## src/raf_map.vh

```
// Constants for the receive destination-address filter.
`ifndef RAF_MAP_VH
`define RAF_MAP_VH

// ==========================================================
// Register byte offsets
`define RAF_CTRL_OFF      8'h00
`define RAF_STATUS_OFF    8'h04
`define RAF_INT_STAT_OFF  8'h08
`define RAF_INT_MASK_OFF  8'h0c

// ==========================================================
// Control register fields
`define RAF_CTRL_HASH_ONE  0
`define RAF_CTRL_INVERSE   1
`define RAF_CTRL_GROUP     2
`define RAF_CTRL_ALL_GRP   3
`define RAF_CTRL_NO_DA     4
`define RAF_CTRL_ALL_FRM   5
`define RAF_CTRL_OWN_CRC   6
`define RAF_CTRL_W         7
`define RAF_CTRL_RST       7'h00

// ==========================================================
// Status register fields
`define RAF_ST_BUSY        0
`define RAF_ST_HIT         1
`define RAF_ST_FAULT       2
`define RAF_ST_CTRL_HIT    3
`define RAF_ST_IDX_LO      16

// ==========================================================
// Interrupt status and mask fields
`define RAF_INT_DONE       0
`define RAF_INT_FAULT      1
`define RAF_INT_W          2
`define RAF_INT_RST        2'h0

// ==========================================================
// Filtering constants
`define RAF_CRC_POLY       32'hedb88320
`define RAF_CRC_INIT       32'hffffffff
`define RAF_CTRL_FRAME_DA  48'h0180c2000001
`define RAF_GROUP_BIT      40
`define RAF_DA_BYTES       6
`define RAF_ENTRIES        16
`define RAF_ONE_WORD_HI    4'he
`define RAF_ONE_WORD_MID   4'hf
`define RAF_ONE_WORD_LO    4'h0
`define RAF_LAST_ENTRY     4'hf

`endif

```

## src/raf_rx_address_filter.v

```verilog
// Receive destination-address filter with APB control and status.
//
// The APB register port and the placing of the registers were left to the implementer.
`timescale 1ns/100ps
`include "raf_map.vh"

module raf_rx_address_filter #(
  parameter ADDR_W = 8
) (
  // Clock and reset.
  input wire pclk,
  input wire presetn,
  // APB slave.
  input wire [ADDR_W-1:0] paddr,
  input wire psel,
  input wire penable,
  input wire pwrite,
  input wire [31:0] pwdata,
  output reg [31:0] prdata,
  output reg pready,
  output reg pslverr,
  // Interrupt.
  output reg irq,
  // Receive frame engine.
  input wire search_request_toggle,
  input wire search_cancel,
  input wire [8:0] table_bit_index,
  input wire [47:0] frame_destination,
  // Table memory.
  output reg [3:0] table_read_index,
  input wire [47:0] table_read_word,
  // Results.
  output reg filter_hit,
  output reg filter_fault,
  output reg control_frame_hit,
  output reg gated_clock_allow
);

  // ==========================================================
  // Declarations
  // Search states; ST_ONE walks the single perfect address.
  localparam [2:0] ST_IDLE = 3'd0;
  localparam [2:0] ST_HASH = 3'd1;
  localparam [2:0] ST_PERF = 3'd2;
  localparam [2:0] ST_ONE = 3'd3;

  reg [2:0] state_q;
  reg [2:0] state_d;
  reg toggle_q;
  reg [47:0] dest_q;
  reg [8:0] bidx_q;
  reg [1:0] one_step_q;
  reg [1:0] one_step_d;
  reg [3:0] rd_idx_d;
  reg hit_d;
  reg fault_d;
  reg ctl_hit_d;
  reg finish_d;
  reg [`RAF_CTRL_W-1:0] ctrl_q;
  reg [`RAF_INT_W-1:0] int_stat_q;
  reg [`RAF_INT_W-1:0] int_mask_q;
  reg [31:0] rd_mux;
  reg rd_bad;
  reg [31:0] crc_v;
  reg fb;
  integer i;

  // A request is any change of the toggle since the last cycle.
  // Changes seen while busy are absorbed, since toggle_q always follows.
  wire new_req = search_request_toggle ^ toggle_q;
  wire group_da = frame_destination[`RAF_GROUP_BIT];
  wire wr_en = psel & penable & pwrite & pready;
  wire hash_plus_one_select = ctrl_q[`RAF_CTRL_HASH_ONE];
  wire inverse_filter_enable = ctrl_q[`RAF_CTRL_INVERSE];
  wire imperfect_group_only = ctrl_q[`RAF_CTRL_GROUP];
  wire accept_all_group = ctrl_q[`RAF_CTRL_ALL_GRP];
  wire no_da_filter_enable = ctrl_q[`RAF_CTRL_NO_DA];
  wire accept_every_frame = ctrl_q[`RAF_CTRL_ALL_FRM];
  wire own_crc = ctrl_q[`RAF_CTRL_OWN_CRC];
  wire [8:0] launch_idx;
  wire hash_bit;
  wire [`RAF_INT_W-1:0] int_set;

  // ==========================================================
  // Hash index from CRC of the destination bytes, first byte
  // (bits 47:40) first and each byte least significant bit first.
  always @* begin
    crc_v = `RAF_CRC_INIT;
    fb = 1'b0;
    for (i = 0; i < `RAF_DA_BYTES * 8; i = i + 1) begin
      fb = crc_v[0] ^ frame_destination[47 - (i / 8) * 8 - 7 + (i % 8)];
      crc_v = {1'b0, crc_v[31:1]};
      if (fb) begin
        crc_v = crc_v ^ `RAF_CRC_POLY;
      end
    end
    // The result is taken complemented, as it would be sent.
    crc_v = ~crc_v;
  end

  // The top nine bits of the CRC, or the engine's own index.
  assign launch_idx = own_crc ? crc_v[31:23] : table_bit_index;

  // Bit of the 512-bit table: word from index[8:5], bit from [4:0].
  assign hash_bit = table_read_word[bidx_q[4:0]];

  // ==========================================================
  // Search state machine: next state, read index and results.
  always @* begin
    state_d = state_q;
    one_step_d = one_step_q;
    rd_idx_d = table_read_index;
    hit_d = filter_hit;
    fault_d = filter_fault;
    ctl_hit_d = control_frame_hit;
    finish_d = 1'b0;
    case (state_q)
      ST_IDLE: begin
        if (new_req && !search_cancel) begin
          hit_d = 1'b0;
          fault_d = 1'b0;
          ctl_hit_d = 1'b0;
          if (frame_destination == `RAF_CTRL_FRAME_DA) begin
            hit_d = 1'b1;
            ctl_hit_d = 1'b1;
            finish_d = 1'b1;
          end else if (no_da_filter_enable) begin
            hit_d = 1'b1;
            finish_d = 1'b1;
          end else if (accept_every_frame) begin
            hit_d = 1'b1;
            finish_d = 1'b1;
          end else if (accept_all_group && group_da) begin
            hit_d = 1'b1;
            finish_d = 1'b1;
          end else if (hash_plus_one_select) begin
            if (imperfect_group_only && !group_da) begin
              state_d = ST_ONE;
              one_step_d = 2'd0;
              rd_idx_d = `RAF_ONE_WORD_HI;
            end else begin
              state_d = ST_HASH;
              rd_idx_d = launch_idx[8:5];
            end
          end else begin
            state_d = ST_PERF;
            rd_idx_d = 4'h0;
          end
        end
      end
      ST_HASH: begin
        if (hash_bit) begin
          hit_d = 1'b1;
          state_d = ST_IDLE;
          finish_d = 1'b1;
        end else begin
          // A clear hash bit still leaves the one perfect address.
          state_d = ST_ONE;
          one_step_d = 2'd0;
          rd_idx_d = `RAF_ONE_WORD_HI;
        end
      end
      ST_PERF: begin
        // One stored address per cycle, all sixteen if needed.
        if (table_read_word == dest_q) begin
          hit_d = ~inverse_filter_enable;
          state_d = ST_IDLE;
          finish_d = 1'b1;
        end else if (table_read_index == `RAF_LAST_ENTRY) begin
          hit_d = inverse_filter_enable;
          state_d = ST_IDLE;
          finish_d = 1'b1;
        end else begin
          rd_idx_d = table_read_index + 4'h1;
        end
      end
      ST_ONE: begin
        // The single address sits in the top 16 bits of three words.
        case (one_step_q)
          2'd0: begin
            if (table_read_word[47:32] != dest_q[47:32]) begin
              state_d = ST_IDLE;
              finish_d = 1'b1;
            end else begin
              one_step_d = 2'd1;
              rd_idx_d = `RAF_ONE_WORD_MID;
            end
          end
          2'd1: begin
            if (table_read_word[47:32] != dest_q[31:16]) begin
              state_d = ST_IDLE;
              finish_d = 1'b1;
            end else begin
              one_step_d = 2'd2;
              rd_idx_d = `RAF_ONE_WORD_LO;
            end
          end
          default: begin
            hit_d = (table_read_word[47:32] == dest_q[15:0]);
            state_d = ST_IDLE;
            finish_d = 1'b1;
          end
        endcase
      end
      default: begin
        state_d = ST_IDLE;
      end
    endcase
    // Cancel wins over everything while a search is running.
    if (search_cancel && state_q != ST_IDLE) begin
      state_d = ST_IDLE;
      hit_d = 1'b0;
      fault_d = 1'b1;
      finish_d = 1'b1;
    end
  end

  // Search registers and result outputs.
  always @(posedge pclk or negedge presetn) begin
    if (!presetn) begin
      state_q <= ST_IDLE;
      toggle_q <= 1'b0;
      dest_q <= 48'h0;
      bidx_q <= 9'h0;
      one_step_q <= 2'd0;
      table_read_index <= 4'h0;
      filter_hit <= 1'b0;
      filter_fault <= 1'b0;
      control_frame_hit <= 1'b0;
      gated_clock_allow <= 1'b0;
    end else begin
      toggle_q <= search_request_toggle;
      // Latch address and index only at launch, so a swallowed request
      // cannot disturb the words that a running scan compares against.
      if (state_q == ST_IDLE && new_req) begin
        dest_q <= frame_destination;
        bidx_q <= launch_idx;
      end
      state_q <= state_d;
      one_step_q <= one_step_d;
      table_read_index <= rd_idx_d;
      filter_hit <= hit_d;
      filter_fault <= fault_d;
      control_frame_hit <= ctl_hit_d;
      // Clock runs only while a search is in flight.
      gated_clock_allow <= (state_d != ST_IDLE);
    end
  end

  // ==========================================================
  // Interrupt events: search finished, search faulted.
  // Both bits follow the finishing edge, so they line up with results.
  assign int_set = {finish_d & fault_d, finish_d};

  // Sticky status, write one to clear; a new event wins.
  always @(posedge pclk or negedge presetn) begin
    if (!presetn) begin
      int_stat_q <= `RAF_INT_RST;
      irq <= 1'b0;
    end else begin
      if (wr_en && paddr == `RAF_INT_STAT_OFF) begin
        int_stat_q <= (int_stat_q & ~pwdata[`RAF_INT_W-1:0]) | int_set;
      end else begin
        int_stat_q <= int_stat_q | int_set;
      end
      // Level output, one cycle behind the sticky bits and the mask.
      irq <= |(int_stat_q & int_mask_q);
    end
  end

  // ==========================================================
  // APB read mux and unmapped address detection.
  always @* begin
    rd_mux = 32'h0;
    rd_bad = 1'b0;
    case (paddr)
      `RAF_CTRL_OFF: begin
        rd_mux[`RAF_CTRL_W-1:0] = ctrl_q;
      end
      `RAF_STATUS_OFF: begin
        // Live busy flag, latched results and the index in use.
        rd_mux[`RAF_ST_BUSY] = (state_q != ST_IDLE);
        rd_mux[`RAF_ST_HIT] = filter_hit;
        rd_mux[`RAF_ST_FAULT] = filter_fault;
        rd_mux[`RAF_ST_CTRL_HIT] = control_frame_hit;
        rd_mux[`RAF_ST_IDX_LO+8:`RAF_ST_IDX_LO] = bidx_q;
      end
      `RAF_INT_STAT_OFF: begin
        rd_mux[`RAF_INT_W-1:0] = int_stat_q;
      end
      `RAF_INT_MASK_OFF: begin
        rd_mux[`RAF_INT_W-1:0] = int_mask_q;
      end
      default: begin
        rd_bad = 1'b1;
      end
    endcase
  end

  // APB slave: one wait state, then pready with registered data.
  always @(posedge pclk or negedge presetn) begin
    if (!presetn) begin
      pready <= 1'b0;
      prdata <= 32'h0;
      pslverr <= 1'b0;
      ctrl_q <= `RAF_CTRL_RST;
      int_mask_q <= `RAF_INT_RST;
    end else begin
      if (psel && penable && !pready) begin
        pready <= 1'b1;
        prdata <= pwrite ? 32'h0 : rd_mux;
        pslverr <= rd_bad;
      end else begin
        pready <= 1'b0;
        pslverr <= 1'b0;
      end
      // Writes land on the edge at which pready is seen high.
      // Unmapped addresses match no register and leave all unchanged.
      if (wr_en && paddr == `RAF_CTRL_OFF) begin
        ctrl_q <= pwdata[`RAF_CTRL_W-1:0];
      end
      if (wr_en && paddr == `RAF_INT_MASK_OFF) begin
        int_mask_q <= pwdata[`RAF_INT_W-1:0];
      end
    end
  end

endmodule

```

## config.mk

```make
export PLATFORM = sky130hd
export DESIGN_NAME = raf_rx_address_filter
export DESIGN_NICKNAME = d
export VERILOG_FILES = /design/src/raf_rx_address_filter.v
export VERILOG_INCLUDE_DIRS = /design/src /design/src/src
export SDC_FILE = /design/constraint.sdc
export NUM_CORES = 1
export LEC_CHECK = 0
export BUFFER_PORTS_ARGS = -buffer_cell sky130_fd_sc_hd__buf_2
export CELL_PAD_IN_SITES_DETAIL_PLACEMENT = 1
export CELL_PAD_IN_SITES_GLOBAL_PLACEMENT = 2
export CORE_AREA = 5 5 157 174
export CTS_BUF_LIST = sky130_fd_sc_hd__clkbuf_16
export DETAILED_ROUTE_END_ITERATION = 7
export DIE_AREA = 0 0 162 179
export GPL_TIMING_DRIVEN = 0
export PLACE_DENSITY = 0.87
export SLEW_MARGIN = 25
export SYNTH_ARGS = -nofsm -noshare
export SYNTH_HDL_FRONTEND = slang
export SYNTH_SLANG_ARGS = --single-unit
```

## constraint.sdc

```tcl
create_clock -name pclk -period 3.65 [get_ports pclk]
set_clock_uncertainty 0.2 [all_clocks]
set_input_delay 0.5475 -clock pclk [delete_from_list [all_inputs] [get_ports pclk]]
set_output_delay 0.5475 -clock pclk [all_outputs]
set_load 0.02 [all_outputs]
```

==> flow_summary.json, run 1 <==
{
  "min_period_ns": 4.16,
  "grt_usage_pct": 22.1,
  "num_rows": 61,
  "multi_input_area_um2": 6530,
  "synth_ff_type": "dfrtp_1",
  "crit_top_cell": "xnor3_1",
  "timing.hold.ws_ns": 0.131,
  "maxCapViolations": 0,
  "critPathKind": "in -> reg",
  "gp_congestion": 0.893,
  "critical_path_buf_inv_count": 3,
  "drt_pass1_iterations": 4,
  "seq_area_um2": 2530,
  "synth_edf_count": 0,
  "wl_um": 32900,
  "report.final.hold_viol_count": 0,
  "clockRootBuffer": "clkbuf_16",
  "arrival_ns": 4.17,
  "finalSetupViolations": 13,
  "vias": 7002,
  "grt_max_degree": 58,
  "fmax_mhz": 240,
  "layout-drive-gt1-share_pct": 36.2,
  "path_clk_slew_ns": 0.08,
  "grt_pass1_vias": 7587,
  "drc": 0,
  "drv_slew": 0,
  "num_io_pins": 195,
  "yosysTopAreaCell": "dfrtp_1",
  "grtUsageMet1_pct": 28.6,
  "portBuffers": 141,
  "drtIter0Drc": 383,
  "area_growth_syn_to_layout_pct": 33.2,
  "postRouteAntennaNets": 0,
  "yosysSeqAreaShare_pct": 29.2,
  "rsz0062_at_grt": "yes",
  "cp_cell_sequence": "buf_12 -> inv_12 -> ha_4 -> buf_6 -> xnor3_1 -> xnor2_2 -> xnor3_1 -> xor3_1 -> xnor3_1 -> xnor3_1 -> xnor3_1 -> xnor3_1 -> mux2i_1 -> o21ai_1",
  "synth_top_cell_area_share_pct": 29.2,
  "synth_area_um2": 8670,
  "postSynthCellCount": 804,
  "use_met2_pct": 39.0,
  "cts.path.max_buffers": 2,
  "crit_family": "XOR/XNOR gates",
  "hp-class": "in -> reg",
  "use_met3_pct": 2.46,
  "cts_buffers": 9,
  "violations": "setup timing",
  "critPathLaunchType": "input pin",
  "insertion_delay_ns": 0.35,
  "hpwlAfterDp_um": 24400,
  "slew_headroom_pct": 34.9,
  "worstPathRequired_ns": 3.66,
  "synth_common_cells": "nand2_1, xnor2_1, dfrtp_1, xnor3_1, xor2_1",
  "die_w_um": 162,
  "status": "finished, violations left",
  "grt.busiest_layer": "met2",
  "ys_types": 52,
  "fin_ws_ns": -0.509,
  "fp.dieArea_um2": 29000,
  "critPathCaptureType": "flop",
  "via_per_inst": 5.12,
  "cts_tree": "yes",
  "grt-ovfl-total": 0,
  "max_stage_delay_ns": 0.49,
  "fp.dieH_um": 179,
  "synthTopCellsByArea": "dfrtp_1, xnor3_1, xnor2_1, nand2_1, xor2_1",
  "worstMarginPinSlew_ns": 0.968,
  "htree_num_levels": 3,
  "synth.most_common_cell": "nand2_1",
  "antenna_cells": 0,
  "nNetsFinal": 1203,
  "synth_seq_cells": 101,
  "clock_sinks": 101,
  "n_fill_cell": 2806,
  "cp_max_fo": 6,
  "coreArea_um2": 25200,
  "rrSetupSlack_ns": -0.04,
  "ys_warn_count": 0,
  "antenna_found_initial": 0,
  "initial_utilization_pct": 34.4,
  "synth_async_sr_flop_share_pct": 100,
  "slowest_stage": "xnor3_1",
  "grt_pass1_wl_um": 48000,
  "synth_area_per_cell_um2": 10.8,
  "min_period_over_period_pct": 114,
  "avgRoutedWirePerCell_um": 24.1
}
cells by family (layout without fill, tap and decap cells):
family | Yosys count | after routing | share of synthesized area [%]
compound gates | 73 | 73 | 5.54
buf+inv | 62 | 294 | 3.68
xor+xnor | 268 | 268 | 41.8
simple gates | 263 | 263 | 13.6
fa+ha+maj | 4 | 4 | 0.577
mux | 32 | 32 | 5.64
other cells | 1 | 17 | 0.0433
flops | 101 | 101 | 29.2
final timing paths:
check                                      start                              end  cells past startpoint
hold / removal             search_request_toggle               toggle_q$_DFF_PN0_                      1
setup reg to reg           bidx_q[0]$_DFFE_PN0P_  table_read_index[2]$_DFFE_PN0P_                      9
max in group asynchronous                presetn            prdata[3]$_DFFE_PN0P_                      3
hold reg to reg            prdata[2]$_DFFE_PN0P_            prdata[2]$_DFFE_PN0P_                      2
min in group asynchronous                presetn           dest_q[33]$_DFFE_PN0P_                      2
setup / recovery           frame_destination[41]            bidx_q[0]$_DFFE_PN0P_                     14
layer usage:
| metal | vias up | share of wire (%) |
|---|---|---|
| met5 | - | 0 |
| li1 | 3193 | - |
| met3 | 50 | 4.2 |
| met4 | 0 | 2.7 |
| met1 | 3546 | 42 |
| met2 | 213 | 51 |
worst reg2reg max path, cell delays in order, from the launching register on:
cell	delay (ns)
dfrtp_1	0.74
mux4_2	0.62
mux4_2	0.48
mux2_2	0.33
nor4bb_1	0.18
nor3_1	0.23
and2_1	0.16
clkbuf_1	0.30
o221ai_1	0.19
o21a_1	0.14
sequential cells by signal (all words and copies together), names as in the netlist, 2 cells and up:
| name | flops |
|---|---|
| state_q | 3 |
| dest_q | 48 |
| prdata | 16 |
| bidx_q | 9 |
| one_step_q | 2 |
| int_stat_q | 2 |
| int_mask_q | 2 |
| ctrl_q | 7 |
| table_read_index | 4 |
layout by cell type, fill, tap and decap left out, types with 20 or more instances in the layout:
cell type / count
buf_2: 140
buf_4: 79
dfrtp_1: 101
nand2_1: 162
nand4_1: 20
nor2_1: 27
xnor2_1: 106
xnor3_1: 46
xnor3_2: 25
xor2_1: 30
through the flow:
| stage | instance area [um^2] | setup slack, ns | std cells | util, % | TNS [ns] |
|---|---|---|---|---|---|
| CTS | 11300 | -0.370 | 1353 | 44.9 | -2.78 |
| floorplan | 8990 | -0.357 | 820 | - | -2.22 |
| finish | 11500 | -0.509 | 1367 | 45.8 | -4.64 |
| global route | 11500 | -0.591 | 1367 | 45.8 | -5.90 |
| detailed placement | 10100 | -1.18 | 1277 | 40.2 | -12.07 |
| global placement | 10100 | -1.10 | 1276 | 40.1 | -11.28 |
what timing repair did:
action / 4_1_cts / 5_1_grt
endpoints found under the hold margin: 22 / 0
buffers inserted: 62 / 15
gates resized for setup: 81 / 18
pin swaps: 50 / 15
hold buffers: 1 / 0
setup endpoints to repair: 15 / 14
area by class of cell:
class / instances / share of cell area, %
Multi-Input combinational cell: 657 / 56.5
Tap cell: 315 / 3.41
Clock buffer: 9 / 1.95
Inverter: 8 / 0.433
Timing Repair Buffer: 218 / 12.3
Clock inverter: 7 / 0.433
Sequential cell: 101 / 21.9
Buffer: 52 / 3.00
Power of run 1 is left out: the tool's default activity adds up to more than one toggle a clock period on the data nets, which glitch-free logic cannot reach.
==> run 2, diff against run 1 <==
- BUFFER_PORTS_ARGS: -buffer_cell sky130_fd_sc_hd__buf_2 -> -buffer_cell sky130_fd_sc_hd__buf_4
==> flow_summary.json, run 2 (synthesized netlist as in run 1, its figures left out) <==
{
  "die_w_um": 162,
  "drv_slew": 0,
  "num_io_pins": 195,
  "critPathLaunchType": "input pin",
  "largest_register_ffs": 48,
  "nNetsFinal": 1202,
  "coreArea_um2": 25200,
  "portBuffers": 141,
  "drt-met1-wl_um": 13300,
  "num_rows": 61,
  "hpwlAfterDp_um": 24500,
  "area_growth_syn_to_layout_pct": 36.8,
  "drc": 0,
  "htree_num_levels": 3,
  "final_common_cell": "buf_4",
  "arrival_ns": 4.21,
  "rsz0062_at_grt": "yes",
  "clock_sinks": 101,
  "largestRegisters": "dest_q: 48 flops, prdata: 16 flops, bidx_q: 9 flops",
  "grt-ovfl-total": 0,
  "critPathCaptureType": "flop",
  "via_per_inst": 5.12,
  "antenna_cells": 0,
  "top_register": "dest_q",
  "postRouteAntennaNets": 0,
  "dr_wl_met2_um": 17000,
  "path_clk_slew_ns": 0.08,
  "highest_layer": "met4",
  "grt_pass1_vias": 7674,
  "slew_headroom_pct": 34.7,
  "cts_buffers": 9,
  "critPathKind": "in -> reg",
  "min_period_over_period_pct": 115,
  "initial_utilization_pct": 34.4,
  "status": "finished, violations left",
  "violations": "setup timing",
  "gp_congestion": 0.887,
  "vias": 6994,
  "insertion_delay_ns": 0.35,
  "antenna_found_initial": 0,
  "worstMarginPinSlew_ns": 0.971,
  "report.final.hold_viol_count": 0,
  "hp-class": "in -> async",
  "layout-drive-gt1-share_pct": 36.3,
  "layout_common_cells": "buf_4, nand2_1, xnor2_1, dfrtp_1, xnor3_1",
  "grt_max_degree": 102,
  "grt_pass1_wl_um": 48800,
  "fp.dieH_um": 179,
  "cts_tree": "yes",
  "drtIter0Drc": 464,
  "fp.dieArea_um2": 29000,
  "finalSetupViolations": 13,
  "fin_ws_ns": -0.546,
  "drt_pass1_iterations": 5,
  "wl_um": 33000,
  "timing.hold.ws_ns": 0.0600,
  "avgRoutedWirePerCell_um": 24.2,
  "min_period_ns": 4.20,
  "worstPathRequired_ns": 3.66,
  "grt_usage_pct": 22.6,
  "hold_buffers": 0,
  "dr_wl_met3_um": 1690,
  "maxCapViolations": 0,
  "clockRootBuffer": "clkbuf_16",
  "fmax_mhz": 238,
  "cts.path.max_buffers": 2,
  "cp_max_fo": 7
}
## run 2: cell count changes in the layout (fill, tap and decap cells not counted), moves of 3 or more
cell | previous run | this run
buf_2 | 140 | 2
buf_6 | 16 | 13
xnor2_1 | 106 | 109
buf_4 | 79 | 219
xnor2_4 | 15 | 12
## run 2: layout make-up
type	instances	area (um^2)
Fill cell	2760	13300
Multi-Input combinational cell	657	6460
Sequential cell	101	2530
Timing Repair Buffer	217	1710
Tap cell	315	394
Buffer	52	387
Clock buffer	9	225
Clock inverter	7	106
Inverter	8	55.1
## run 2: stage by stage
stage                     setup slack (ns)  utilization (%)  std cells  setup TNS [ns]  area, um^2
final                               -0.546             47.1       1366           -4.17       11900
after global routing                -0.597             47.1       1366           -5.52       11900
after CTS                           -0.361             46.3       1356           -2.93       11700
after detailed placement             -1.11             41.5       1276          -11.39       10400
after global placement               -1.06             41.5       1276          -10.53       10400
after floorplan                     -0.357                -        820           -2.22        8990
## run 2: final timing paths
| check | end | cells after the start | slack, ns | start |
|---|---|---|---|---|
| setup reg to reg | table_read_index[2]$_DFFE_PN0P_ | 9 | -0.12 | bidx_q[0]$_DFFE_PN0P_ |
| max in group asynchronous | table_read_index[0]$_DFFE_PN0P_ | 1 | 2.55 | presetn |
| hold reg to reg | prdata[2]$_DFFE_PN0P_ | 2 | 0.28 | prdata[2]$_DFFE_PN0P_ |
| setup / recovery | bidx_q[2]$_DFFE_PN0P_ | 17 | -0.55 | frame_destination[41] |
| min in group pclk | toggle_q$_DFF_PN0_ | 1 | 0.11 | search_request_toggle |
| hold / removal | dest_q[33]$_DFFE_PN0P_ | 1 | 0.06 | presetn |
## run 2: routing by layer
layer	up-vias	track usage (%)
met3	55	3.06
met2	249	40.3
met1	3499	28.3
li1	3191	-
met5	-	0
met4	0	8.07
## run 2: critical path, stage by stage
cell and delay (ns):
buf_12 0.10, inv_12 0.03, ha_4 0.33, buf_4 0.14, xnor3_2 0.29, xor2_4 0.21
buf_4 0.17, xor2_2 0.19, xnor3_1 0.46, buf_4 0.16, xnor2_2 0.16, xnor3_2 0.40
xor2_4 0.18, buf_6 0.12, xnor3_1 0.33, mux2i_2 0.24, o21ai_1 0.13
## run 2: timing repair
action	4_1_cts	5_1_grt
pin swaps	60	9
endpoints found under the setup margin	15	15
resized for setup	79	24
buffers inserted	66	12
Power of run 2 is left out for the same reason.
==> run 3, diff against run 2 <==
- CORE_AREA: 5 5 157 174 -> 5 5 164 166
- DIE_AREA: 0 0 162 179 -> 0 0 169 171
==> flow_summary.json, run 3 (synthesized netlist as in run 1, its figures left out) <==
{
  "maxCapViolations": 0,
  "critPathKind": "in -> reg",
  "avgRoutedWirePerCell_um": 24.1,
  "coreArea_um2": 25500,
  "vias": 6939,
  "hold_buffers": 0,
  "final_area_um2": 11800,
  "slew_headroom_pct": 34.0,
  "drt_pass1_iterations": 7,
  "grt_max_degree": 102,
  "nNetsFinal": 1197,
  "drtIter0Drc": 521,
  "grt_pass1_wl_um": 47700,
  "layout_common_cells": "buf_4, nand2_1, xnor2_1, dfrtp_1, xnor3_1",
  "min_period_ns": 4.16,
  "clock_sinks": 101,
  "hpwlAfterDp_um": 24300,
  "die_w_um": 169,
  "cts_tree": "yes",
  "violations": "setup timing",
  "hp-class": "in -> async",
  "peakVddDrop_mv": 2.52,
  "area_growth_syn_to_layout_pct": 36.6,
  "drc": 0,
  "worstMarginPinSlew_ns": 0.981,
  "wl_um": 33200,
  "arrival_ns": 4.21,
  "postRouteAntennaNets": 0,
  "via_per_inst": 5.02,
  "htree_num_levels": 3,
  "insertion_delay_ns": 0.36,
  "rsz0062_at_grt": "yes",
  "layout-drive-gt1-share_pct": 35.8,
  "cts.path.max_buffers": 2,
  "clockRootBuffer": "clkbuf_16",
  "worstPathRequired_ns": 3.70,
  "cp_max_fo": 7,
  "finalSetupViolations": 13,
  "fp.dieArea_um2": 28900,
  "top_register": "dest_q",
  "initial_utilization_pct": 34.0,
  "num_rows": 59,
  "gp_congestion": 0.863,
  "critPathCaptureType": "flop",
  "report.final.hold_viol_count": 0,
  "min_period_over_period_pct": 114,
  "fin_ws_ns": -0.508,
  "portBuffers": 141,
  "largest_register_ffs": 48,
  "dpl_cell_area_um2": 10500,
  "p_per_area_nw_per_um2": 1480,
  "grt_pass1_vias": 7637,
  "power.leakage_nw": 5.73,
  "critPathLaunchType": "input pin",
  "final_util_pct": 46.5,
  "status": "finished, violations left",
  "num_io_pins": 195,
  "final_common_cell": "buf_4",
  "antenna_cells": 0,
  "largestRegisters": "dest_q: 48 flops, prdata: 16 flops, bidx_q: 9 flops",
  "cts_buffers": 9,
  "antenna_found_initial": 0,
  "drv_slew": 0,
  "grt_usage_pct": 22.0,
  "grt-ovfl-total": 0,
  "path_clk_slew_ns": 0.08,
  "fp.dieH_um": 171,
  "fmax_mhz": 241
}
-- run 3: metal layers --
layer  vias to the layer above  wire, um  GRT usage, %
met5                         -         0             0
met4                         0       833          7.70
met3                        47      1590          3.60
met2                       200     16400          37.2
met1                      3512     14400          28.9
li1                       3180         -             -
-- run 3: where the power goes --
part | switching, mW | internal, mW
combinational | 6.21 | 8.93
sequential | 0.194 | 1.25
clock | 0.442 | 0.460
-- run 3: final timing paths --
path                                       startpoint                               to  slack, ns  cells past startpoint
worst max-delay path            frame_destination[40]            bidx_q[4]$_DFFE_PN0P_      -0.51                     13
min in group pclk               search_request_toggle               toggle_q$_DFF_PN0_       0.12                      1
worst max register to register  bidx_q[0]$_DFFE_PN0P_  table_read_index[3]$_DFFE_PN0P_      -0.04                      9
max in group asynchronous                     presetn           dest_q[12]$_DFFE_PN0P_       2.58                      1
worst min-delay path                          presetn                pslverr$_DFF_PN0_       0.06                      1
worst min register to register  prdata[3]$_DFFE_PN0P_            prdata[3]$_DFFE_PN0P_       0.29                      2
-- run 3: metrics by stage --
stage | setup slack [ns] | TNS (ns) | total power [mW] | std cells | hold WS (ns)
2_1_floorplan | -0.357 | -2.22 | 11.8 | 820 | 0.0519
3_3_place_gp | -0.928 | -9.74 | 12.8 | 1296 | 0.260
3_5_place_dp | -1.02 | -10.91 | 12.9 | 1296 | 0.279
4_1_cts | -0.371 | -2.92 | 15.5 | 1358 | 0.105
5_1_grt | -0.614 | -5.45 | 17.9 | 1381 | 0.104
6_report | -0.508 | -4.11 | 17.5 | 1381 | 0.0649
-- run 3: worst max-delay path, cell delays in order --
cell and delay (ns):
buf_6 0.12, ha_4 0.33, xnor3_2 0.33, buf_6 0.17, xnor2_4 0.25, xnor3_2 0.41, xnor2_4 0.18, xnor2_2 0.24
xnor3_2 0.50, xor3_2 0.30, xnor3_1 0.43, a21oi_2 0.10, mux2_4 0.29
-- run 3: timing repair --
item,4_1_cts,5_1_grt
setup buffers,48,23
pin swaps,41,38
resized for setup,59,34
endpoints found under the setup margin,17,15
-- run 3: cell type report --
| class | count | area, um^2 |
|---|---|---|
| clock inverter | 7 | 41.3 |
| buffer | 52 | 358 |
| fill | 2775 | 13600 |
| inverter | 8 | 55.1 |
| clock buffer | 9 | 225 |
| multi-input combinational | 657 | 6530 |
| sequential | 101 | 2530 |
| tap | 335 | 419 |
| timing repair buffer | 212 | 1700 |
Note: power is estimated with default switching activity, not from simulation.
